File: config.mk
export PLATFORM = sky130hd
export DESIGN_NAME = tcc_channel
export DESIGN_NICKNAME = d
export VERILOG_FILES = /design/src/tcc_pkg.sv /design/src/tcc_channel.sv
export SDC_FILE = /design/constraint.sdc
export NUM_CORES = 1
export LEC_CHECK = 0
export CAP_MARGIN = 10
export CORE_MARGIN = 2
export CORE_UTILIZATION = 65
export CTS_BUF_LIST = sky130_fd_sc_hd__clkbuf_8
export CTS_CLUSTER_SIZE = 40
export DETAILED_ROUTE_END_ITERATION = 10
export DONT_BUFFER_PORTS = 1
export PLACE_DENSITY = 0.88
export SLEW_MARGIN = 20
export SYNTH_ARGS = -nofsm -noshare
export SYNTH_HDL_FRONTEND = slang
export SYNTH_SLANG_ARGS = --single-unit
File: constraint.sdc
create_clock -name i_mclk -period 8.3 [get_ports i_mclk]
set_clock_uncertainty 0.15 [all_clocks]
set_input_delay 1.245 -clock i_mclk [delete_from_list [all_inputs] [get_ports i_mclk]]
set_output_delay 1.245 -clock i_mclk [all_outputs]
set_load 0.01 [all_outputs]
File: src/tcc_pkg.sv
// Operation
// each input is sampled, filtered, edge detected by polarity, offered as trigger; the code offers the trigger edge only on channels 1 and 2
// captures come only from divided events of the capture input
// reference is active high; polarity applied only at the final output stage
// software reaches the preload copy; captures go shadow first, then preload
// compare mode copies preload into shadow; only shadow is compared with counter
// a capture latches the counter, sets event flag, requests irq or dma
// event flag clears by software write or by reading the channel value
// overcapture set on capture while event flag set; cleared only by writing zero
// direction 01 uses own input, 10 uses the neighbouring channel input
// filter setting picks rate and length; code 0011 needs 8 samples
// polarity 0 selects rising edge, 1 selects falling edge
// divider 00 captures every valid edge; captures only while capture enable is one
// dma request only with dma enable, interrupt only with interrupt enable
// pwm input: two captures share one input on opposite edges, reset slave mode
// pwm input measurement only on channels one and two
// output mode: compare mode 101 forces reference high, 100 forces it low
// while forced, compares still set the flag and requests, reference unaffected
// on match: 000 keeps level, 010 drives inactive, 011 toggles
// match sets event flag, irq if enabled, dma if enabled and selected
// preload off: writes act at once; on: shadow updates at update event
// modes 110 and 111 are pwm 1 and 2 with alignment from alignment select
// pwm always compares; preload moves to shadow only on update events; with preload off the code copies it at once, as in R20
// pwm 1 up: high while counter below value; above reload stays high
// compare mode 001 drives the reference active on a match
package tcc_pkg;
    // ------------------------------------------------------------
    // register map, byte addresses
    // ------------------------------------------------------------
    localparam logic [3:0] ADDR_CTRL = 4'h0;
    localparam logic [3:0] ADDR_STS = 4'h4;
    localparam logic [3:0] ADDR_VALUE = 4'h8;
    // ------------------------------------------------------------
    // control and status register fields
    // ------------------------------------------------------------
    localparam int CTL_DIR_LSB = 0;
    localparam int CTL_FLT_LSB = 2;
    localparam int CTL_DIV_LSB = 6;
    localparam int CTL_MODE_LSB = 8;
    localparam int CTL_PRELOAD = 11;
    localparam int CTL_POLARITY = 12;
    localparam int CTL_ENABLE = 13;
    localparam int CTL_IRQ_EN = 14;
    localparam int CTL_DMA_EN = 15;
    localparam int CTL_DMA_SEL = 16;
    localparam int CTL_WIDTH = 17;
    localparam int STS_EVENT = 0;
    localparam int STS_OVER = 1;
    localparam logic [CTL_WIDTH-1:0] CTL_RESET = 17'h00000;
    // ------------------------------------------------------------
    // field encodings
    // ------------------------------------------------------------
    localparam logic [1:0] DIR_OUTPUT = 2'h0;
    localparam logic [1:0] DIR_OWN = 2'h1;
    localparam logic [1:0] DIR_NEIGHBOUR = 2'h2;
    localparam logic [2:0] MODE_FROZEN = 3'h0;
    localparam logic [2:0] MODE_ACTIVE = 3'h1;
    localparam logic [2:0] MODE_INACTIVE = 3'h2;
    localparam logic [2:0] MODE_TOGGLE = 3'h3;
    localparam logic [2:0] MODE_FORCE_LOW = 3'h4;
    localparam logic [2:0] MODE_FORCE_HIGH = 3'h5;
    localparam logic [2:0] MODE_PWM1 = 3'h6;
    localparam logic [2:0] MODE_PWM2 = 3'h7;
    localparam logic [1:0] ALIGN_EDGE = 2'h0;
    localparam logic [1:0] ALIGN_DOWN = 2'h1;
    localparam logic [1:0] ALIGN_UP = 2'h2;
    localparam logic [3:0] FLT_NONE = 4'h0;
    localparam logic [3:0] FLT_LAST_SHORT = 4'h3;
    localparam logic [3:0] FLT_LONG_LEN = 4'h8;
    localparam logic [3:0] FLT_BASE_DIV = 4'h2;
endpackage

File: src/tcc_channel.sv
`timescale 1ns/1ps
module tcc_channel #(
    parameter int CNT_W = 16,
    parameter int CHANNEL_INDEX = 1
) (
    input wire logic i_mclk,
    input wire logic i_nrst,
    input wire logic i_timer_input_pin,
    input wire logic i_neighbour_filtered_input,
    input wire logic [CNT_W-1:0] i_counter_value,
    input wire logic [CNT_W-1:0] i_reload_value,
    input wire logic i_count_down,
    input wire logic [1:0] i_alignment_select,
    input wire logic i_update_event,
    input wire logic [3:0] i_address,
    input wire logic i_read,
    input wire logic i_write,
    input wire logic [31:0] i_writedata,
    output logic [31:0] o_readdata,
    output logic o_waitrequest,
    output logic o_filtered_timer_input,
    output logic o_trigger_edge,
    output logic o_compare_reference_wave,
    output logic o_channel_out,
    output logic o_irq,
    output logic o_dma_req
);
    // ------------------------------------------------------------
    // state
    // ------------------------------------------------------------
    localparam int CTL_W = tcc_pkg::CTL_WIDTH;
    typedef struct packed {
        logic [CTL_W-1:0] ctrl;
        logic event_flag;
        logic over_flag;
        logic [CNT_W-1:0] preload;
        logic [CNT_W-1:0] shadow;
        logic xfer_pending;
        logic [3:0] flt_cnt;
        logic [3:0] smp_cnt;
        logic filtered;
        logic sel_prev;
        logic [2:0] div_cnt;
        logic match_prev;
        logic ref_level;
        logic out_level;
        logic trig;
        logic irq;
        logic dma;
        logic wait_n;
        logic [31:0] rdata;
    } tcc_state_t;

    tcc_state_t st_reg;
    tcc_state_t st_next;

    logic [3:0] flt_code;
    logic [3:0] flt_len;
    logic smp_tick;
    logic sel_in;
    logic edge_sel;
    logic div_event;
    logic capture;
    logic match;
    logic cmp_event;
    logic pwm_high;
    logic [2:0] div_mask;
    logic bus_done;
    logic [2:0] mode;
    logic [1:0] dir;
    logic out_mode;

    // ------------------------------------------------------------
    // input stage and compare decode
    // ------------------------------------------------------------
    always_comb begin
        dir = st_reg.ctrl[tcc_pkg::CTL_DIR_LSB +: 2];
        mode = st_reg.ctrl[tcc_pkg::CTL_MODE_LSB +: 3];
        out_mode = (dir == tcc_pkg::DIR_OUTPUT);
        flt_code = st_reg.ctrl[tcc_pkg::CTL_FLT_LSB +: 4];
        // filter length: codes 0..3 give 1,2,4,8 samples; higher codes 8 at slower rate
        if (flt_code <= tcc_pkg::FLT_LAST_SHORT) begin
            flt_len = 4'(4'h1 << flt_code[1:0]);
            smp_tick = 1'b1;
        end else begin
            flt_len = tcc_pkg::FLT_LONG_LEN;
            smp_tick = (st_reg.smp_cnt >= 4'(flt_code - tcc_pkg::FLT_BASE_DIV));
        end
        // capture source mux
        sel_in = (dir == tcc_pkg::DIR_NEIGHBOUR) ? i_neighbour_filtered_input : st_reg.filtered;
        // polarity selected edge
        edge_sel = st_reg.ctrl[tcc_pkg::CTL_POLARITY] ? (st_reg.sel_prev & ~sel_in)
                                                       : (~st_reg.sel_prev & sel_in);
        // divider: 00 every edge, then every 2, 4, 8
        div_mask = 3'(4'h7 >> (2'h3 - st_reg.ctrl[tcc_pkg::CTL_DIV_LSB +: 2]));
        div_event = edge_sel && ((st_reg.div_cnt & div_mask) == div_mask);
        capture = div_event && st_reg.ctrl[tcc_pkg::CTL_ENABLE]
                  && (dir == tcc_pkg::DIR_OWN || dir == tcc_pkg::DIR_NEIGHBOUR);
        // only the shadow copy meets the counter
        match = out_mode && (i_counter_value == st_reg.shadow);
        // flag on match rising, gated by alignment in pwm modes
        cmp_event = match && !st_reg.match_prev;
        if (mode[2:1] == 2'h3) begin
            if (i_alignment_select == tcc_pkg::ALIGN_DOWN) begin
                cmp_event = cmp_event && i_count_down;
            end else if (i_alignment_select == tcc_pkg::ALIGN_UP) begin
                cmp_event = cmp_event && !i_count_down;
            end
        end
        // pwm 1 level: up high below value, down low above value
        pwm_high = i_count_down ? (i_counter_value <= st_reg.shadow) : (i_counter_value < st_reg.shadow);
        bus_done = (i_read || i_write) && st_reg.wait_n;
    end

    // ------------------------------------------------------------
    // next state
    // ------------------------------------------------------------
    always_comb begin
        st_next = st_reg;
        st_next.trig = 1'b0;
        st_next.dma = 1'b0;
        // digital filter: new level accepted after flt_len equal samples
        st_next.smp_cnt = smp_tick ? 4'h0 : 4'(st_reg.smp_cnt + 4'h1);
        if (smp_tick) begin
            if (i_timer_input_pin == st_reg.filtered) begin
                st_next.flt_cnt = 4'h0;
            end else if (4'(st_reg.flt_cnt + 4'h1) >= flt_len) begin
                st_next.filtered = i_timer_input_pin;
                st_next.flt_cnt = 4'h0;
            end else begin
                st_next.flt_cnt = 4'(st_reg.flt_cnt + 4'h1);
            end
        end
        st_next.sel_prev = sel_in;
        // trigger edge offered to slave controller, channels 1 and 2 only
        if (CHANNEL_INDEX == 1 || CHANNEL_INDEX == 2) begin
            st_next.trig = st_reg.ctrl[tcc_pkg::CTL_POLARITY] ? (st_reg.filtered & ~st_next.filtered)
                                                              : (~st_reg.filtered & st_next.filtered);
        end
        if (edge_sel && st_reg.ctrl[tcc_pkg::CTL_ENABLE]) begin
            st_next.div_cnt = 3'(st_reg.div_cnt + 3'h1);
        end
        if (!st_reg.ctrl[tcc_pkg::CTL_ENABLE] || out_mode) begin
            st_next.div_cnt = 3'h0;
        end
        st_next.match_prev = match;

        // ---- register bus: one wait cycle, then completion ----
        st_next.wait_n = 1'b0;
        if ((i_read || i_write) && !st_reg.wait_n) begin
            st_next.wait_n = 1'b1;
        end
        if (i_read && !st_reg.wait_n) begin
            unique case (i_address)
                tcc_pkg::ADDR_CTRL: st_next.rdata = 32'(st_reg.ctrl);
                tcc_pkg::ADDR_STS: st_next.rdata = {30'h0, st_reg.over_flag, st_reg.event_flag};
                tcc_pkg::ADDR_VALUE: st_next.rdata = 32'(st_reg.preload);
                default: st_next.rdata = 32'h0;
            endcase
        end
        if (bus_done && i_write) begin
            unique case (i_address)
                tcc_pkg::ADDR_CTRL: st_next.ctrl = i_writedata[CTL_W-1:0];
                tcc_pkg::ADDR_STS: begin
                    if (!i_writedata[tcc_pkg::STS_EVENT]) begin
                        st_next.event_flag = 1'b0;
                    end
                    if (!i_writedata[tcc_pkg::STS_OVER]) begin
                        st_next.over_flag = 1'b0;
                    end
                end
                tcc_pkg::ADDR_VALUE: st_next.preload = i_writedata[CNT_W-1:0];
                default: ;
            endcase
        end
        if (bus_done && i_read && i_address == tcc_pkg::ADDR_VALUE) begin
            st_next.event_flag = 1'b0;
        end

        // ---- capture: shadow first, preload one cycle later ----
        if (st_reg.xfer_pending) begin
            st_next.preload = st_reg.shadow;
        end
        st_next.xfer_pending = capture;
        if (capture) begin
            st_next.shadow = i_counter_value;
            if (st_reg.event_flag) begin
                st_next.over_flag = 1'b1;
            end
            st_next.event_flag = 1'b1;
            st_next.dma = st_reg.ctrl[tcc_pkg::CTL_DMA_EN];
        end

        // ---- compare: preload to shadow, immediate or at update ----
        if (out_mode) begin
            if (!st_reg.ctrl[tcc_pkg::CTL_PRELOAD] || i_update_event) begin
                st_next.shadow = st_reg.preload;
            end
            if (cmp_event) begin
                st_next.event_flag = 1'b1;
            end
            // dma from compare match or from update event by select
            if (st_reg.ctrl[tcc_pkg::CTL_DMA_EN]) begin
                st_next.dma = st_reg.ctrl[tcc_pkg::CTL_DMA_SEL] ? i_update_event : cmp_event;
            end
            unique case (mode)
                tcc_pkg::MODE_FROZEN: ;
                tcc_pkg::MODE_ACTIVE: if (cmp_event) st_next.ref_level = 1'b1;
                tcc_pkg::MODE_INACTIVE: if (cmp_event) st_next.ref_level = 1'b0;
                tcc_pkg::MODE_TOGGLE: if (cmp_event) st_next.ref_level = ~st_reg.ref_level;
                tcc_pkg::MODE_FORCE_LOW: st_next.ref_level = 1'b0;
                tcc_pkg::MODE_FORCE_HIGH: st_next.ref_level = 1'b1;
                tcc_pkg::MODE_PWM1: st_next.ref_level = pwm_high;
                tcc_pkg::MODE_PWM2: st_next.ref_level = ~pwm_high;
            endcase
        end
        // active high reference; polarity only at the pin stage
        st_next.out_level = (st_next.ref_level ^ st_next.ctrl[tcc_pkg::CTL_POLARITY])
                            & st_next.ctrl[tcc_pkg::CTL_ENABLE]
                            & (st_next.ctrl[tcc_pkg::CTL_DIR_LSB +: 2] == tcc_pkg::DIR_OUTPUT);
        st_next.irq = st_next.event_flag & st_next.ctrl[tcc_pkg::CTL_IRQ_EN];
    end

    // ------------------------------------------------------------
    // state register
    // ------------------------------------------------------------
    always_ff @(posedge i_mclk or negedge i_nrst) begin
        if (!i_nrst) begin
            st_reg <= '0;
        end else begin
            st_reg <= st_next;
        end
    end

    // ------------------------------------------------------------
    // outputs straight from the state register
    // ------------------------------------------------------------
    assign o_readdata = st_reg.rdata;
    assign o_waitrequest = ~st_reg.wait_n;
    assign o_filtered_timer_input = st_reg.filtered;
    assign o_trigger_edge = st_reg.trig;
    assign o_compare_reference_wave = st_reg.ref_level;
    assign o_channel_out = st_reg.out_level;
    assign o_irq = st_reg.irq;
    assign o_dma_req = st_reg.dma;
endmodule // tcc_channel

==> run summary <==
The origin of the worst min-delay path was st_reg[44]. The tools report the later-pin clock latency in the skew report as 360 ps. From synthesis to final layout, the design area changed by 2.30%. The routed design could run at a clock period as short as 3620 ps. In the synthesized netlist, the number of instances is 511.

The number of DRC violations after detailed-routing iteration 0 is 377. TritonCTS built the clock tree. The setup check on the worst reg-to-reg path leaves a slack of 5060 ps.

Cells with a size suffix above 1 make up 7.51% of the layout. Global routing used 26.9% of the available tracks across all layers. The row count was 32; the average routed wire per standard cell was 18.1 um. The CTS root buffer is clkbuf_8. Counting along the longest clock path gives a buffer depth of 2. Entering global routing, the biggest net connects 90 pins. The worst setup timing slack at the placement stage came out at 4360 ps.

The library cell contributing the largest single delay on the critical path is a221oi_2. The cell count of the worst hold path is 1, and the net total in the final layout is 598. The Yosys step of the flow raised 0 warnings. The register with the most flip-flops in the layout has 57 of them. After synthesis, the mean cell area works out to 9.81 um2. Setup violations remaining at the end of the flow were counted as 0. The number of instances resized during post-cts repair is 0. Summing every instance area after synthesis gives 5010 um2. The worst register-to-register path has a depth of 13.

At the pin with the least slew margin, the transition time is 1070 ps. Cell leakage power: 2.28 nW. The initial utilization of the core area, before any placement, comes to 65.9%.

The class of the tightest hold or removal check was register to register. The tools report the maximum achievable frequency as 276 MHz. In this design, the stage delay of the slowest critical-path cell is 350 ps. The run gives 4680 ps as the setup slack of the critical path after layout.

The run finished with clean final reports. The dominant synthesized flop cell was dfrtp_1. The tools report the endpoint type of the worst setup path as a register. The first global-routing pass estimated 17.6 mm of wire. The register clock-pin slew on the reported worst setup and hold paths was 90 ps. The worst setup path is launched from an input pin. Across the run, the number of max-cap violations was 0. The maximum fanout encountered on the critical timing path came out at 6.

VDD sags by at most 0.000134 V. Setup repair after global routing left no endpoint under its margin. The worst register-to-register path begins at st_reg[67]. In this run the post-CTS setup repair buffer count came out at 0. The clock drives 89 sinks. Horizontal die dimension: 91.8 um.

In this design, the critical path's most frequently occurring cell is ha_1. The core region is 7610 um2. Number of distinct library cells after synthesis: 53. The worst register-to-register path ends at o_channel_out.

The worst setup path is of the input pin to register kind. The signal on the critical path passes through ha_1 -> nand4_2 -> nor2_1 -> o2111ai_1 -> ha_1 -> nor2b_1 -> o311a_1 -> o31ai_1 -> a31oi_1 -> a221oi_2 -> xnor2_1 -> nor3_2. After filler insertion, the fill cell instance count of the layout stands at 581.

The count of buffers added on input and output ports is 0. The data arrival time of the critical path is 3710 ps. At the end of routability-driven placement, the weighted congestion stood at 0.886. The critical path contains buffers and inverters numbering 0 combined. Dividing the detail-routed via count by the number of cells gives 6.05.

After legalization and detailed placement, the total HPWL measured 7.73 mm. The number of pins exceeding their max-slew limit in the final report was 0. Headroom to the max-slew limit came out at 28.9%.

0 antenna diodes ended up in the layout. For this run, design rule violations remaining after detail routing come to 0. Number of register bits inferred by synthesis: 89. Total number of vias: 3600. Sequential elements use 44.4% of the synthesized area. Share of the cycle needed by the critical path after routing: 43.6%.

For the number of antenna violations at the first check in global routing, the log shows 0. Grouping stages by cell kind, the critical path spends the most delay in compound AO/OA/AOI/OAI gates. The multi-input combinational cell area is 2400 um2. The power density relative to cell area came out at 281 nW/um2. The number of buffers inserted by hold repair at cts came out at 0. In this run the remaining antenna-violating nets after routing total 0.

For the final global-route overflow total, the log shows 0. Yosys mapped a number of flops with a built-in enable equal to 0. The number of iterations in the first detailed-routing pass came out at 5. The logs give 117 for the top-level port count and 2230 um2 for the register cell area after layout. The die is 91.8 um tall. The CTS H-tree depth came out at 3. The number of global-route vias before repair was 3488.

The total length of routed wires was 10.8 mm. For hold timing, the worst endpoint is st_reg[44]. The accumulated negative setup slack came out at 0 ps. The count of final hold-check violations is 0, and the async set or reset register ratio after synthesis is 100%. In this run, CTS created clock tree buffers numbering 9. The die covers 8430 um2. Data on the critical path is required at its endpoint by 8390 ps.
where the power goes:
group	total, mW	internal (mW)	switching (mW)
Combinational	0.408	0.185	0.224
Clock	0.360	0.207	0.153
Sequential	0.676	0.547	0.129
Total	1.44	0.938	0.506
logic make-up (layout without fill, tap and decap cells):
family	Yosys count	count (layout)	synth area share, %
XOR/XNOR	9	9	1.57
AO/OA/AOI/OAI	115	115	13.9
multiplexers	47	47	9.66
adder cells (fa/ha/maj)	32	32	7.98
other	1	15	0.0748
flip-flops	89	89	44.4
AND/OR/NAND/NOR	138	138	13.4
buffers and inverters	80	48	9.03
area by class of cell:
cell class | count | share of cell area, %
multi-input combinational | 356 | 46.9
sequential | 89 | 43.4
clock buffer | 10 | 2.68
tap | 102 | 2.49
inverter | 30 | 2.20
clock inverter | 6 | 2.07
timing repair buffer | 2 | 0.293
layer usage:
metal | vias to the layer above | share of wire, % | track usage (%)
li1 | 1690 | - | -
met1 | 1742 | 43 | 36.7
met2 | 151 | 46 | 41.1
met3 | 17 | 9.1 | 8.71
met4 | 0 | 1.8 | 8.96
met5 | - | 0 | 0
cells in the mapped netlist, types with 5 or more instances:
library cell,number,share of area (%)
nor2b_1,5,0.62
clkbuf_1,11,0.82
o21ai_0,38,3.8
nand4_1,6,0.75
xor2_1,5,0.87
inv_1,29,2.2
nor2_1,36,2.7
ha_1,32,8.0
buf_4,35,5.2
a21oi_1,27,2.7
dfrtp_1,89,44
mux2_2,9,2.0
nand2_1,57,4.3
o21ai_1,11,1.1
a22oi_1,14,2.1
mux2i_1,36,7.2
nand3_1,5,0.50
worst max-delay path by stage:
stage                                    from       endpoint  slack [ps]  depth (start not counted)
after global routing      i_counter_value[13]  o_channel_out        4540                         12
after CTS                 i_counter_value[14]  o_channel_out        4720                         12
after floorplan           i_counter_value[14]  o_channel_out        4720                         12
final                     i_counter_value[14]  o_channel_out        4680                         12
after global placement    i_counter_value[14]  o_channel_out        4430                         12
after detailed placement  i_counter_value[14]  o_channel_out        4360                         12
stage by stage:
| step | hold slack (ps) | util (%) | instance area, um2 | total power [mW] | cells |
|---|---|---|---|---|---|
| after global routing | 391 | 67.4 | 5130 | 1.54 | 595 |
| after detailed placement | 334 | 64.2 | 4890 | 1.08 | 579 |
| after global placement | 330 | 64.2 | 4890 | 1.05 | 579 |
| after CTS | 351 | 67.4 | 5130 | 1.44 | 595 |
| final | 352 | 67.4 | 5130 | 1.44 | 595 |
| after floorplan | 301 | - | 5070 | 0.972 | 525 |
layout by cell type, fill, tap and decap left out, drive strengths merged, types with 4 or more instances in the layout:
cell type / netlist / final
a22oi: 14 / 14
dfrtp: 89 / 89
mux2i: 36 / 36
nor2b: 5 / 5
xnor2: 4 / 4
conb: 1 / 15
nor3b: 4 / 4
a21oi: 27 / 27
clkbuf: 11 / 10
nand4: 7 / 7
nor2: 36 / 36
o21ai: 49 / 49
nand3: 5 / 5
xor2: 5 / 5
a31oi: 4 / 4
a21o: 4 / 4
nor3: 5 / 5
nor4: 5 / 5
ha: 32 / 32
inv: 30 / 31
mux2: 11 / 11
nand2: 57 / 57
and3: 4 / 4
a211oi: 5 / 5
No activity file was read; power rests on OpenSTA's default activity.
